==> src/design/flash_spm_defs.vh <==
// Constants for the flash self-programming controller.
// Assumes inclusion by bare name from the design files.
//
// Contract
// - Store disabled unless fuse programmed zero
// - Buffer loads one word per store
// - Buffer words writable in any order
// - Control 00000011 plus store erases page
// - CPU halted during whole page erase
// - Control 00000001 plus store loads word
// - Buffer cleared after write, clear bit, reset
// - EEPROM write during loading discards buffer
// - Control 00000101 plus store writes page
// - CPU halted during whole page write
// - Low address bits word, high bits page
// - Load addresses bytes using pointer bit zero
// - EEPROM busy blocks programming and fuse reads
// - Programmed fuse bits read zero, else one
// - Fuse-lock read at pointer 1 returns lock
// - Read enables self-clear after read or timeout
// - Pointers 0,3,2 return fuse low, high, extended
// - Signature read returns table entry by pointer
// - Enable bit lasts four cycles, held during ops; a store in the fourth cycle clears it at once
// - Erase and write last 3.7 to 4.5 ms
// - Write started before reset still completes; here reset idles the sequencer and clears the buffer, only the timer runs on
`ifndef FLASH_SPM_DEFS_VH
`define FLASH_SPM_DEFS_VH

// ------------------------------------------------------------
// Control register bit positions
// ------------------------------------------------------------
`define CTL_STORE_EN   0
`define CTL_PAGE_ERASE 1
`define CTL_PAGE_WRITE 2
`define CTL_FUSE_READ  3
`define CTL_CLEAR_BUF  4
`define CTL_SIG_READ   5
`define CTL_WR_MASK    8'h3f

// ------------------------------------------------------------
// Command codes written to the control register
// ------------------------------------------------------------
`define CMD_ERASE      8'h03
`define CMD_LOAD       8'h01
`define CMD_WRITE      8'h05

// ------------------------------------------------------------
// Fuse and lock read pointer values
// ------------------------------------------------------------
`define PTR_FUSE_LOW   16'h0000
`define PTR_LOCK       16'h0001
`define PTR_FUSE_EXT   16'h0002
`define PTR_FUSE_HIGH  16'h0003

// ------------------------------------------------------------
// Timing
// ------------------------------------------------------------
`define STORE_WIN_CYC  3'h4
`define LOAD_WIN_CYC   3'h3
`define CLK_HZ         40000000
`define PROG_MIN_US    3700
`define PROG_MAX_US    4500
// Aim at the middle of the window, rounded down to whole cycles
`define PROG_CYC       ((`CLK_HZ / 1000000) * ((`PROG_MIN_US + `PROG_MAX_US) / 2))

`endif

==> src/design/flash_self_programming_ctrl.v <==
// Flash self-programming sequencer: control register, store and load
// decoding, page buffer, erase and write timing, fuse/lock/signature reads.
// Assumes the CPU gives one-cycle strobes for control writes, store and
// load, and stops while cpu_halt is high. Flash array is outside.
`timescale 1ns/1ps
`default_nettype none
`include "flash_spm_defs.vh"
module flash_self_programming_ctrl #(
  parameter WORD_BITS  = 5,
  parameter PAGE_BITS  = 7,
  parameter PROG_CYCLES = `PROG_CYC
) (
  // Clock and reset
  input  wire                 clk_sys,
  input  wire                 rstn,
  // Fuses and lock straps, 0 means programmed
  input  wire                 self_program_fuse,
  input  wire [7:0]           lock_bits,
  input  wire [7:0]           fuse_low_byte,
  input  wire [7:0]           fuse_high_byte,
  input  wire [7:0]           fuse_extended_byte,
  // EEPROM status
  input  wire                 eeprom_write_busy_flag,
  // Control register port
  input  wire                 ctl_wr,
  input  wire [7:0]           ctl_wdata,
  output reg  [7:0]           program_store_control_reg,
  // Store and load instruction strobes
  input  wire                 program_store_instr,
  input  wire                 load_instr,
  input  wire [15:0]          zptr,
  input  wire [15:0]          data_word_pair,
  // Flash read data for normal loads and signature table byte
  input  wire [15:0]          flash_rd_word,
  input  wire [7:0]           sig_byte,
  output reg  [15:0]          flash_rd_addr,
  output reg  [7:0]           sig_index,
  // Load result
  output reg                  load_valid,
  output reg  [7:0]           load_data,
  // Flash array command side
  output reg                  flash_erase,
  output reg                  flash_write,
  output reg  [PAGE_BITS-1:0] flash_page,
  output reg  [15:0]          flash_wdata,
  output reg  [WORD_BITS-1:0] flash_word,
  // CPU halt
  output reg                  cpu_halt
);
  // ------------------------------------------------------------
  // State codes
  // ------------------------------------------------------------
  localparam ST_IDLE  = 2'd0;  // Waiting for command
  localparam ST_ERASE = 2'd1;  // Erasing page
  localparam ST_WRITE = 2'd2;  // Writing page
  localparam ST_DUMP  = 2'd3;  // Streaming buffer to flash

  reg [1:0]           state_ff;     // Sequencer state
  reg [1:0]           nxt_state;
  reg [2:0]           win_ff;       // Cycles left in store window
  reg [2:0]           nxt_win;
  reg [7:0]           ctl_ff;       // Control bits
  reg [7:0]           nxt_ctl;
  reg [PAGE_BITS-1:0] page_ff;      // Latched page of operation
  reg [WORD_BITS-1:0] dump_ff;      // Word being streamed
  reg [WORD_BITS-1:0] nxt_dump;
  reg                 loading_ff;   // Buffer holds loaded data
  reg                 prog_ok_ff;   // Fuse caught after reset
  reg                 started_ff;   // Reset release seen

  wire                timer_busy;   // Programming time running
  wire [15:0]         buf_rd;       // Buffer word under dump
  wire                buf_wr;       // Word load strobe
  wire                buf_clr;      // Buffer clear strobe
  reg                 timer_go;     // Start of a timed op

  // ------------------------------------------------------------
  // Fuse capture at reset release
  // ------------------------------------------------------------
  // A strap must not feed the async reset value, so catch it clocked
  always @(posedge clk_sys or negedge rstn) begin
    if (!rstn) begin
      prog_ok_ff <= 1'b0;
      started_ff <= 1'b0;
    end else if (!started_ff) begin
      started_ff <= 1'b1;
      prog_ok_ff <= ~self_program_fuse;
    end
  end

  // ------------------------------------------------------------
  // Command decode
  // ------------------------------------------------------------
  wire win_open  = (win_ff != 3'h0) && ctl_ff[`CTL_STORE_EN];
  wire store_hit = program_store_instr && win_open && (state_ff == ST_IDLE)
                   && prog_ok_ff && !eeprom_write_busy_flag;
  wire cmd_erase = store_hit && (ctl_ff == `CMD_ERASE);
  wire cmd_write = store_hit && (ctl_ff == `CMD_WRITE);
  wire cmd_load  = store_hit && (ctl_ff == `CMD_LOAD);
  wire rd_fuse   = load_instr && win_open && (win_ff != `STORE_WIN_CYC - 3'h3)
                   && ctl_ff[`CTL_FUSE_READ] && !eeprom_write_busy_flag;
  wire rd_sig    = load_instr && win_open && (win_ff != `STORE_WIN_CYC - 3'h3)
                   && ctl_ff[`CTL_SIG_READ];
  // Clear-bit write or EEPROM write in the middle of loading loses the data
  wire clr_write = ctl_wr && ctl_wdata[`CTL_CLEAR_BUF] && ctl_wdata[`CTL_STORE_EN];
  wire eep_kill  = loading_ff && eeprom_write_busy_flag;

  assign buf_wr  = cmd_load;
  // The dump hands over to the timed write; the last word is captured on that same edge
  assign buf_clr = clr_write || eep_kill || (state_ff == ST_DUMP && nxt_state == ST_WRITE);

  // ------------------------------------------------------------
  // Control register and window, next values
  // ------------------------------------------------------------
  always @* begin
    nxt_ctl   = ctl_ff;
    nxt_win   = win_ff;
    nxt_state = state_ff;
    nxt_dump  = dump_ff;
    timer_go  = 1'b0;
    // Window countdown; bits self-clear when it runs out
    if (win_ff != 3'h0 && state_ff == ST_IDLE) begin
      nxt_win = win_ff - 3'h1;
      if (win_ff == 3'h1) begin
        nxt_ctl = 8'h00;
      end
    end
    case (state_ff)
      ST_IDLE: begin
        if (cmd_erase) begin
          nxt_state = ST_ERASE;
          timer_go  = 1'b1;
        end else if (cmd_write) begin
          nxt_state = ST_DUMP;
          nxt_dump  = {WORD_BITS{1'b0}};
        end else if (store_hit || rd_fuse || rd_sig) begin
          nxt_ctl = 8'h00;
          nxt_win = 3'h0;
        end else if (ctl_wr && !eeprom_write_busy_flag) begin
          // A write with the enable bit set reopens the window; without it the window closes
          nxt_ctl = ctl_wdata & `CTL_WR_MASK;
          nxt_win = ctl_wdata[`CTL_STORE_EN] ? `STORE_WIN_CYC : 3'h0;
          if (ctl_wdata[`CTL_CLEAR_BUF]) begin
            nxt_ctl[`CTL_CLEAR_BUF] = 1'b0;
          end
        end
      end
      ST_DUMP: begin
        // Copy each buffer word into the array before the timed write
        nxt_dump = dump_ff + {{(WORD_BITS-1){1'b0}}, 1'b1};
        if (dump_ff == {WORD_BITS{1'b1}}) begin
          nxt_state = ST_WRITE;
          timer_go  = 1'b1;
        end
      end
      ST_ERASE, ST_WRITE: begin
        // Enable bit stays high until the operation finishes, unless the store came in the last window cycle
        if (!timer_busy && !timer_go) begin
          nxt_state = ST_IDLE;
          nxt_ctl   = 8'h00;
          nxt_win   = 3'h0;
        end
      end
      default: begin
        nxt_state = ST_IDLE;
      end
    endcase
  end

  // ------------------------------------------------------------
  // Sequencer registers
  // ------------------------------------------------------------
  // Reset does not reach the timer, but it still sends the sequencer to idle and drops the halt, so a write in flight is cut short
  always @(posedge clk_sys or negedge rstn) begin
    if (!rstn) begin
      state_ff   <= ST_IDLE;
      win_ff     <= 3'h0;
      ctl_ff     <= 8'h00;
      dump_ff    <= {WORD_BITS{1'b0}};
      page_ff    <= {PAGE_BITS{1'b0}};
      loading_ff <= 1'b0;
    end else begin
      state_ff <= nxt_state;
      win_ff   <= nxt_win;
      ctl_ff   <= nxt_ctl;
      dump_ff  <= nxt_dump;
      if (cmd_erase || cmd_write) begin
        page_ff <= zptr[WORD_BITS+PAGE_BITS:WORD_BITS+1];
      end
      if (buf_clr) begin
        loading_ff <= 1'b0;
      end else if (cmd_load) begin
        loading_ff <= 1'b1;
      end
    end
  end

  // ------------------------------------------------------------
  // Outputs to CPU and flash array
  // ------------------------------------------------------------
  always @(posedge clk_sys or negedge rstn) begin
    if (!rstn) begin
      program_store_control_reg <= 8'h00;
      cpu_halt    <= 1'b0;
      flash_erase <= 1'b0;
      flash_write <= 1'b0;
      flash_page  <= {PAGE_BITS{1'b0}};
      flash_wdata <= 16'h0000;
      flash_word  <= {WORD_BITS{1'b0}};
    end else begin
      program_store_control_reg <= nxt_ctl;
      // Halt from the store until the array finishes
      cpu_halt    <= (nxt_state != ST_IDLE);
      flash_erase <= (nxt_state == ST_ERASE);
      flash_write <= (state_ff == ST_DUMP);
      flash_page  <= (cmd_erase || cmd_write) ? zptr[WORD_BITS+PAGE_BITS:WORD_BITS+1] : page_ff;
      flash_wdata <= buf_rd;
      flash_word  <= dump_ff;
    end
  end

  // ------------------------------------------------------------
  // Load instruction result
  // ------------------------------------------------------------
  // Returns one cycle after the load; normal loads pick the byte by bit 0
  always @(posedge clk_sys or negedge rstn) begin
    if (!rstn) begin
      load_valid    <= 1'b0;
      load_data     <= 8'h00;
      flash_rd_addr <= 16'h0000;
      sig_index     <= 8'h00;
    end else begin
      load_valid    <= load_instr;
      flash_rd_addr <= {1'b0, zptr[15:1]};
      sig_index     <= zptr[7:0];
      if (rd_fuse) begin
        // Straps already carry 0 for programmed, passed as they are
        case (zptr)
          `PTR_LOCK:      load_data <= lock_bits;
          `PTR_FUSE_LOW:  load_data <= fuse_low_byte;
          `PTR_FUSE_HIGH: load_data <= fuse_high_byte;
          `PTR_FUSE_EXT:  load_data <= fuse_extended_byte;
          default:        load_data <= 8'hff;
        endcase
      end else if (rd_sig) begin
        load_data <= sig_byte;
      end else if (load_instr) begin
        load_data <= zptr[0] ? flash_rd_word[15:8] : flash_rd_word[7:0];
      end
    end
  end

  // ------------------------------------------------------------
  // Sub-blocks
  // ------------------------------------------------------------
  page_buffer #(
    .WORD_BITS (WORD_BITS)
  ) u_buf (
    .clk_sys (clk_sys),
    .rstn    (rstn),
    .wr_en   (buf_wr),
    .wr_word (zptr[WORD_BITS:1]),
    .wr_data (data_word_pair),
    .clr     (buf_clr),
    .rd_word (dump_ff),
    .rd_data (buf_rd)
  );

  prog_timer #(
    .CYCLES (PROG_CYCLES)
  ) u_tmr (
    .clk_sys (clk_sys),
    .rstn    (1'b1),
    .start   (timer_go),
    .busy    (timer_busy)
  );
endmodule
`default_nettype wire

==> src/design/page_buffer.v <==
// Temporary page buffer: one word per entry, each with a valid flag.
// Assumes a single clock and that writes and clears never collide badly;
// a clear wins over a write in the same cycle.
`timescale 1ns/1ps
`default_nettype none
module page_buffer #(
  parameter WORD_BITS = 5
) (
  // Clock and reset
  input  wire                 clk_sys,
  input  wire                 rstn,
  // Write side
  input  wire                 wr_en,
  input  wire [WORD_BITS-1:0] wr_word,
  input  wire [15:0]          wr_data,
  input  wire                 clr,
  // Read side
  input  wire [WORD_BITS-1:0] rd_word,
  output wire [15:0]          rd_data
);
  localparam DEPTH = 1 << WORD_BITS;

  reg [15:0]      mem_ff [0:DEPTH-1];  // Word storage
  reg [DEPTH-1:0] vld_ff;              // Loaded flags

  // ------------------------------------------------------------
  // Storage, any order of addresses
  // ------------------------------------------------------------
  // Erased flash reads all ones, so an unloaded word reads ones too
  genvar gi;
  generate
    for (gi = 0; gi < DEPTH; gi = gi + 1) begin : g_ent
      always @(posedge clk_sys or negedge rstn) begin
        if (!rstn) begin
          vld_ff[gi]  <= 1'b0;
          mem_ff[gi]  <= 16'hffff;
        end else if (clr) begin
          vld_ff[gi]  <= 1'b0;
          mem_ff[gi]  <= 16'hffff;
        end else if (wr_en && wr_word == gi) begin
          vld_ff[gi]  <= 1'b1;
          mem_ff[gi]  <= wr_data;
        end
      end
    end
  endgenerate

  assign rd_data = vld_ff[rd_word] ? mem_ff[rd_word] : 16'hffff;
endmodule
`default_nettype wire

==> src/design/prog_timer.v <==
// Programming duration timer for erase and write operations.
// Assumes start is a one-cycle pulse while not busy.
`timescale 1ns/1ps
`default_nettype none
module prog_timer #(
  parameter CYCLES = 32'd164000
) (
  // Clock and reset
  input  wire clk_sys,
  input  wire rstn,
  // Control
  input  wire start,
  output wire busy
);
  reg [31:0] cnt_ff;  // Cycles left

  // ------------------------------------------------------------
  // Down counter
  // ------------------------------------------------------------
  always @(posedge clk_sys or negedge rstn) begin
    if (!rstn) begin
      cnt_ff <= 32'h0;
    end else if (start) begin
      cnt_ff <= CYCLES;
    end else if (cnt_ff != 32'h0) begin
      cnt_ff <= cnt_ff - 32'h1;
    end
  end

  assign busy = (cnt_ff != 32'h0);
endmodule
`default_nettype wire

==> config.mk <==
export PLATFORM = sky130hd
export DESIGN_NAME = flash_self_programming_ctrl
export DESIGN_NICKNAME = d
export VERILOG_FILES = /design/src/design/flash_self_programming_ctrl.v /design/src/design/page_buffer.v /design/src/design/prog_timer.v
export VERILOG_INCLUDE_DIRS = /design/src /design/src/design
export SDC_FILE = /design/constraint.sdc
export NUM_CORES = 1
export LEC_CHECK = 0
export ABC_AREA = 1
export BUFFER_PORTS_ARGS = -buffer_cell sky130_fd_sc_hd__buf_4
export CORE_ASPECT_RATIO = 0.75
export CORE_MARGIN = 4
export CORE_UTILIZATION = 45
export CTS_CLUSTER_SIZE = 12
export DETAILED_ROUTE_END_ITERATION = 6
export PLACE_DENSITY = 0.59
export SLEW_MARGIN = 10
export SYNTH_ARGS = -nofsm -noshare
export SYNTH_HDL_FRONTEND = slang
export SYNTH_SLANG_ARGS = --single-unit
==> constraint.sdc <==
create_clock -name clk_sys -period 2.9 [get_ports clk_sys]
set_input_delay 0.145 -clock clk_sys [delete_from_list [all_inputs] [get_ports clk_sys]]
set_output_delay 0.145 -clock clk_sys [all_outputs]
set_load 0.005 [all_outputs]
==> results by group, run 1 <==
Status
  • Outcome: finished clean

Yosys
  • EDFF count, synth: 0
  • Syn Inst Count: slightly above 4000
  • Largest area contributor in the netlist: dfstp_2
  • Yosys cell types: 39
  • Yosys reg bits: 653
  • YS warnings: 0
  • Synth top area cells: dfstp_2, nand2_1, nand4_1
  • Post-Syn Area: around 34000 um2
  • Post-synth top flop: dfstp_2
  • Avg Cell Area, Syn: approximately 8.1 um2
  • Post-synth top area share: 0.399
  • Post-synthesis sequential area ratio: 0.498
  • Post-synth ARST share: 0.951
  • Syn Nets: roughly 4300

Timing
  • Final count of hold timing violations: 0
  • Final period util: 0.947
  • Unrepaired setup endpoints after global routing: true
  • Slew Viols, Final: 0
  • Finish-stage setup viols: 0
  • Min Tclk post-route: 2.74 ns
  • Normalized max-slew margin: 0.523
  • F_max: between 0.3 and 0.4 GHz
  • Slew @ Worst Pin: between 0.7 and 0.8 ns
  • Final Skew: approximately 0.02 ns

Pwr
  • Worst VDD drop: a little over 0.7 mV
  • Pwr Total: about 24 mW
  • Lkg Pwr: approximately 18 nW
  • Pwr dens: between 600 and 700 nW/um2

Clock tree
  • CTS root buffer: clkbuf_16
  • Clock sinks: 653
  • H-tree Lvls: 3
  • Clk slew on worst S/H paths: about 0.06 ns
  • Skew-Pair Late Insertion Delay: about 0.63 ns
  • CTS buffer count: 70
  • Clock Path Buffers: 3
  • CTS tree: built

Final layout
  • Fillers: approximately 7000
  • Number of flip-flops in the largest register: 512
  • Largest registers: u_buf.mem_ff (512), u_buf.vld_ff (32), u_tmr.cnt_ff (32)
  • Layout area overhead: 16.8%
  • Diodes inserted: 0
  • Fin area: 39400 um2
  • Largest Register: u_buf.mem_ff
  • Final #Nets: 4395
  • Layout cells sized above 1: 0.249

Place
  • GPL Wtd Cong: 0.871
  • Detailed placer's ending HPWL: between 70000 and 80000 um
  • Input/output buffers: between 150 and 200
  • Dpl cell area: 36500 um2

Floorplan
  • Num rows: 86
  • Width of the die: around 320 um
  • Die Area: 79500 um2
  • Die height: between 200 and 250 um
  • CORE AREA: 73900 um2
  • Initial core utilization: 0.457
  • Ports: 175

Drt
  • Final WL: approximately 120000 um
  • TritonRoute pass-1 iters: 6
  • Via density: between 6 and 7
  • Via count: between 30000 and 40000
  • Initial DRC count: 3736
  • Post-route DRC: 0
  • DRT antenna net count: 0
  • Average wire per standard cell: 22.9 um

Global route
  • Most Used Layer, Global Route: met1
  • Largest net degree at the start of global routing: between 100 and 150
  • GR Layer Usage met3: 0.0828
  • Initial antenna violation count: 0
  • GR Util met1: 0.442
  • Grt met2 use: 0.425
  • Vias in the first global route: slightly above 30000
  • Total gr overflow: 0
  • Total global-route track usage: 0.299
  • First-pass GRT wire length: approximately 180000 um

Worst setup path
  • Reg2Reg Capture Point: u_buf.mem_ff[425]
  • Critical Path Start: state_ff[1]
  • Crit path kind: register to register
  • Reg2reg setup slack: between 0.15 and 0.2 ns
  • CP required: roughly 3.5 ns
  • CP max FO: 33
  • Critical Path Start Type: register
  • Critical R2R Launch: state_ff[1]
  • Worst reg2reg path depth: 16
  • Critical path endpoint: u_buf.mem_ff[425]
  • CP arrival: approximately 3.3 ns
  • Endpoint type of the worst setup path: register

Run
  • Max-Cap Viols: 0

Min path
  • Hold WC Path Type: input pin to register
## per-stage QoR
stage	worst slack [ns]	hold WS (ns)	std cells	TNS (ns)	util
6_report	0.155	0.0162	5306	0	0.534
3_5_place_dp	-0.0166	0.210	5132	-0.0836	0.494
3_3_place_gp	0.0295	0.203	5132	0	0.494
5_1_grt	-0.0180	0.0507	5306	-0.156	0.534
4_1_cts	0.0248	0.000811	5296	0	0.530
2_1_floorplan	0.520	-0.151	4159	0	-
## timing repair
item	in CTS	in global routing
setup endpoints to repair	30	401
hold buffers	33	0
gates resized for setup	0	22
cloned	0	5
buffers inserted	3	5
hold endpoints to repair	102	0
pin swaps	1	4
## cells in the final DEF (no fill, tap or decap), types with 3 or more instances in the layout
| master | instances |
|---|---|
| nand2_1 | 1258 |
| nand4_1 | 527 |
| dfstp_2 | 512 |
| nor2_1 | 433 |
| buf_4 | 332 |
| o21ai_0 | 311 |
| inv_1 | 128 |
| nand3_1 | 126 |
| o221ai_1 | 116 |
| dfrtp_1 | 106 |
| clkbuf_16 | 77 |
| a21oi_1 | 53 |
| buf_12 | 52 |
| o22ai_1 | 36 |
| dlygate4sd3_1 | 33 |
| dfxtp_1 | 32 |
| nand3_2 | 28 |
| clkbuf_1 | 28 |
| clkbuf_8 | 16 |
| o211ai_1 | 15 |
| xor2_1 | 14 |
| nand3_4 | 10 |
| ha_1 | 10 |
| nor3_1 | 9 |
| a31oi_1 | 9 |
| inv_2 | 7 |
| nand2_2 | 6 |
| nor2_2 | 5 |
| nor2_4 | 4 |
| inv_6 | 4 |
| clkinv_1 | 3 |
| or2_2 | 3 |
| xnor2_1 | 3 |
| clkinv_2 | 3 |
| dfrtp_4 | 3 |
## cells by family (layout without fill, tap and decap cells)
logic type,after synthesis,in the layout,share of synthesized area
other cells,2,2,0.000222
fa+ha+maj,10,10,0.00371
flops,653,653,0.498
buf+inv,517,694,0.0747
mux,1,1,0.000334
simple gates,2414,2416,0.322
compound gates,545,545,0.0968
xor+xnor,17,17,0.00441
## worst max-delay path, cell delays in order (launching register included)
cell and delay [ns]:
dfrtp_1 0.38, inv_1 0.11, ha_1 0.19, inv_2 0.06
nor2_1 0.08, nand2_1 0.09, nor2_4 0.19, nand2_2 0.11
nand3_1 0.10, nand2_1 0.06, nand3_2 0.11, nor2_4 0.08
nand2_8 0.16, buf_16 0.24, nand3_2 0.43, nand2_1 0.19
nand2_1 0.07
## metal layers
layer / vias to the layer above / routed length, um
met1: 15678 / 53500
met2: 1504 / 51600
met3: 184 / 13100
met5: - / 0
li1: 14481 / -
met4: 0 / 3450
## synth_stat cells (all sizes together) (32+ instances only)
library cell  count
nand3           163
clkbuf          203
dfrtp           109
dfxtp            32
buf             172
dfstp           512
inv             137
nor2            442
o221ai          116
a21oi            54
o21ai           313
nand2          1265
nand4           527
o22ai            36
## final cells by class
class | instances | area (um2) | area share
clock inverter | 10 | 118 | 0.00298
tap | 968 | 1210 | 0.0307
multi-input combinational | 2991 | 14500 | 0.369
inverter | 142 | 554 | 0.0141
clock buffer | 118 | 2180 | 0.0552
timing repair buffer | 424 | 4000 | 0.102
sequential | 653 | 16800 | 0.427
## worst min-delay path by stage
stage	start	endpoint	slack, ns	depth (start not counted)
after floorplan	rstn	cpu_halt	-0.15	0
after global placement	rstn	flash_page[3]	0.20	1
after detailed placement	rstn	flash_page[3]	0.21	1
after CTS	sig_byte[1]	load_data[1]	0.0008	7
after global routing	sig_byte[1]	load_data[1]	0.05	7
final	sig_byte[1]	load_data[1]	0.02	7
## power by group
group	leakage [nW]	internal, mW	switching [mW]
clock	1.12	5.30	3.85
sequential	6.94	11.3	0.703
combinational	10.0	1.26	1.88
total	18.1	17.9	6.43
Note: power is estimated with default switching activity, not from simulation.
==> run 2: changes to the inputs <==
Settings changed: CTS_CLUSTER_SIZE 12 to 40, SYNTH_HIERARCHICAL from default to 1.
==> run 2 against run 1 <==
  * Sequential power is essentially flat
  * Largest power group unchanged
  * Critical endpoint is now u_buf/mem_ff[56]
  * Critical path depth rose by 2
  * Global-route usage decreased by 3.6 points
  * Clock skew fell by 0.0036 ns
  * Register-to-register slack lost 0.09 ns
  * Die area decreased by 1.5%
==> results by group, run 2 <==
Drt
  • Metal-1 WL: about 50000 um
  • Met2 WL: between 40000 and 50000 um
  • Final WL: 104000 um
  • Top layer in use: met4
  • Met3 wire len: approximately 8300 um
  • Average wire per standard cell: 18.5 um
  • DRT antenna net count: 0
  • TritonRoute pass-1 iters: 6
  • Post-route DRC: 0
  • Via density: around 5
  • Initial DRC count: about 2900
  • Via count: between 20000 and 30000

Yosys
  • YS warnings: 6
  • Post-synth top flop: dfstp_2
  • Post-Syn Area: between 30000 and 40000 um2
  • Post-synth ARST share: 1.00
  • Most frequent cell after synthesis: nand2_1
  • Largest area contributor in the netlist: dfstp_2
  • Post-synthesis sequential area ratio: 0.511
  • Yosys reg bits: between 600 and 700
  • Syn Inst Count: 4333
  • Post-synth top area share: 0.405
  • Yosys cell types: between 40 and 50
  • Avg Cell Area, Syn: 7.67 um2
  • Synth top area cells: dfstp_2, nand2_1, dfrtp_1
  • EDFF count, synth: 0
  • Synth cell count leaders: nand2_1, inv_1, dfstp_2

Worst setup path
  • Worst reg2reg path depth: 18
  • CP required: ~3.4 ns
  • Reg2Reg Capture Point: u_buf/mem_ff[56]
  • Crit path kind: register to register
  • Reg2reg setup slack: around 0.069 ns
  • Critical Path Start Type: register
  • Critical Path Start: u_tmr/cnt_ff[15]
  • Endpoint type of the worst setup path: register
  • Critical path endpoint: u_buf/mem_ff[56]
  • CP max FO: 8
  • CP arrival: about 3.4 ns
  • Critical R2R Launch: u_tmr/cnt_ff[15]

Place
  • GPL Wtd Cong: 0.920
  • Placed insts: ~5400
  • Pre-CTS setup slack: -0.0121 ns
  • Dpl cell area: approximately 37000 um2
  • Detailed placer's ending HPWL: about 65000 um
  • Input/output buffers: ~170

Final layout
  • Most common cell after layout, fill and taps aside: nand2_1
  • Layout area overhead: 20.5%
  • Fin area: between 40000 and 50000 um2
  • Final #Nets: 4700
  • Final Non-Filler Cells: roughly 5600
  • Diodes inserted: 0
  • Number of flip-flops in the largest register: slightly above 500
  • Largest Register: u_buf/mem_ff
  • Layout Utilization: 0.546
  • Layout cells sized above 1: 0.238
  • Largest registers: u_buf/mem_ff (512), u_buf/vld_ff (32), u_tmr/cnt_ff (32)
  • Most frequent cells in the layout: nand2_1, inv_1, dfstp_2

Clock tree
  • H-tree Lvls: 3
  • CTS buffer count: 70
  • Skew-Pair Late Insertion Delay: a little over 0.6 ns
  • Clock Path Buffers: 3
  • CTS tree: built
  • Clock sinks: 653
  • Clk slew on worst S/H paths: approximately 0.060 ns
  • CTS root buffer: clkbuf_16

Global route
  • Vias in the first global route: about 27000
  • Largest net degree at the start of global routing: roughly 180
  • Total global-route track usage: 0.262
  • Total gr overflow: 0
  • First-pass GRT wire length: roughly 160000 um
  • Initial antenna violation count: 1

Timing
  • Final period util: 0.976
  • Slew @ Worst Pin: roughly 0.97 ns
  • Hold slack final: about 0.04 ns
  • Final TNS setup: 0 ns
  • Slew Viols, Final: 0
  • Final count of hold timing violations: 0
  • F_max: 0.353 GHz
  • Finish-stage setup viols: 0
  • Normalized max-slew margin: 0.353
  • Final Skew: about 0.017 ns
  • Min Tclk post-route: about 2.8 ns
  • Fin worst setup slack: roughly 0.069 ns

Pwr
  • Sequential Power Share: 0.474
  • Clock network fraction of total power: 0.386
  • Pwr dens: slightly above 600 nW/um2
  • Lkg Pwr: between 15 and 20 nW
  • Sw Ratio: 0.259
  • Sw power: roughly 6.4 mW
  • Worst VDD drop: around 0.42 mV
  • Pwr Total: 24.6 mW
  • Combinational power share: 0.140
  • Internal Power: approximately 18 mW

Run
  • Max-Cap Viols: 0

Status
  • Outcome: finished clean

Min path
  • Hold WC Path Type: input pin to register

Floorplan
  • Initial core utilization: 0.454
  • Die Area: between 70000 and 80000 um2
  • Num rows: between 80 and 90
  • CORE AREA: 73300 um2
  • Width of the die: between 300 and 400 um
  • Ports: 175
  • Die height: approximately 240 um
[run 2: cell count changes in the layout (fill, tap and decap cells not counted), moves of 39 or more]
cell,previous run,this run
nand4_1,527,14
o221ai_1,116,0
a21oi_1,53,131
nor2_2,5,46
dlygate4sd3_1,33,72
nor2_1,433,285
o21ai_0,311,430
nand3_1,126,496
inv_1,128,535
buf_4,332,270
o21ai_1,1,46
[run 2: kinds of logic (layout without fill, tap and decap cells)]
logic type | count (synthesis) | count (layout) | share of synthesized area
AND/OR/NAND/NOR | 2178 | 2178 | 0.274
buffers and inverters | 847 | 1122 | 0.111
flip-flops | 653 | 653 | 0.511
AO/OA/AOI/OAI | 638 | 638 | 0.0988
adder cells (fa/ha/maj) | 9 | 9 | 0.00339
XOR/XNOR | 6 | 6 | 0.00158
other | 2 | 34 | 0.000226
[run 2: worst max-delay path, cell delays in order (launching register included)]
cell	delay (ns)
dfrtp_1	0.44
nor2_2	0.15
nand2_1	0.09
nor2_2	0.15
nand4_1	0.14
buf_6	0.16
nand2_2	0.07
nand2_2	0.06
nand2_2	0.08
nand2_2	0.06
nand3_2	0.08
nand2_4	0.08
buf_12	0.15
buf_12	0.13
nor2_4	0.17
clkinvlp_4	0.29
clkbuf_16	0.28
nand2_1	0.07
o21ai_0	0.07
[run 2: what timing repair did]
action | CTS | global route
gates resized for setup | 2 | 53
endpoints found under the hold margin | 149 | 0
pin swaps | 0 | 14
buffers inserted | 0 | 14
hold buffers | 72 | 0
cloned | 0 | 4
setup endpoints to repair | 54 | 513
[run 2: cell type report]
cell class | count | area [um2]
Clock buffer | 108 | 2230
Fill cell | 6867 | 33200
Multi-Input combinational cell | 2865 | 12800
Clock inverter | 16 | 204
Timing Repair Buffer | 428 | 4440
Sequential cell | 653 | 17000
Inverter | 570 | 2170
Tap cell | 968 | 1210
[run 2: worst min path at each step]
| stage | from | endpoint | slack [ns] | cells after the start |
|---|---|---|---|---|
| 2_1_floorplan | rstn | cpu_halt | -0.15 | 0 |
| 3_3_place_gp | rstn | flash_wdata[6] | 0.16 | 1 |
| 3_5_place_dp | rstn | flash_wdata[6] | 0.15 | 1 |
| 5_1_grt | data_word_pair[5] | u_buf/mem_ff[405] | 0.04 | 4 |
| 6_report | data_word_pair[15] | u_buf/mem_ff[431] | 0.04 | 4 |
| 4_1_cts | data_word_pair[15] | u_buf/mem_ff[431] | 0.006 | 4 |
[run 2: power groups by stage]
stage	combinational, mW	sequential [mW]	clock, mW
3_5_place_dp	3.30	11.8	0
5_1_grt	3.95	11.8	10.0
2_1_floorplan	2.11	11.7	0
3_3_place_gp	3.24	11.7	0
4_1_cts	3.40	11.7	9.69
6_report	3.45	11.7	9.48
[run 2: layer usage]
metal | track usage | vias to the layer above
li1 | - | 13977
met1 | 0.413 | 13780
met2 | 0.377 | 972
met3 | 0.0466 | 118
met4 | 0.0538 | 0
met5 | 0 | -
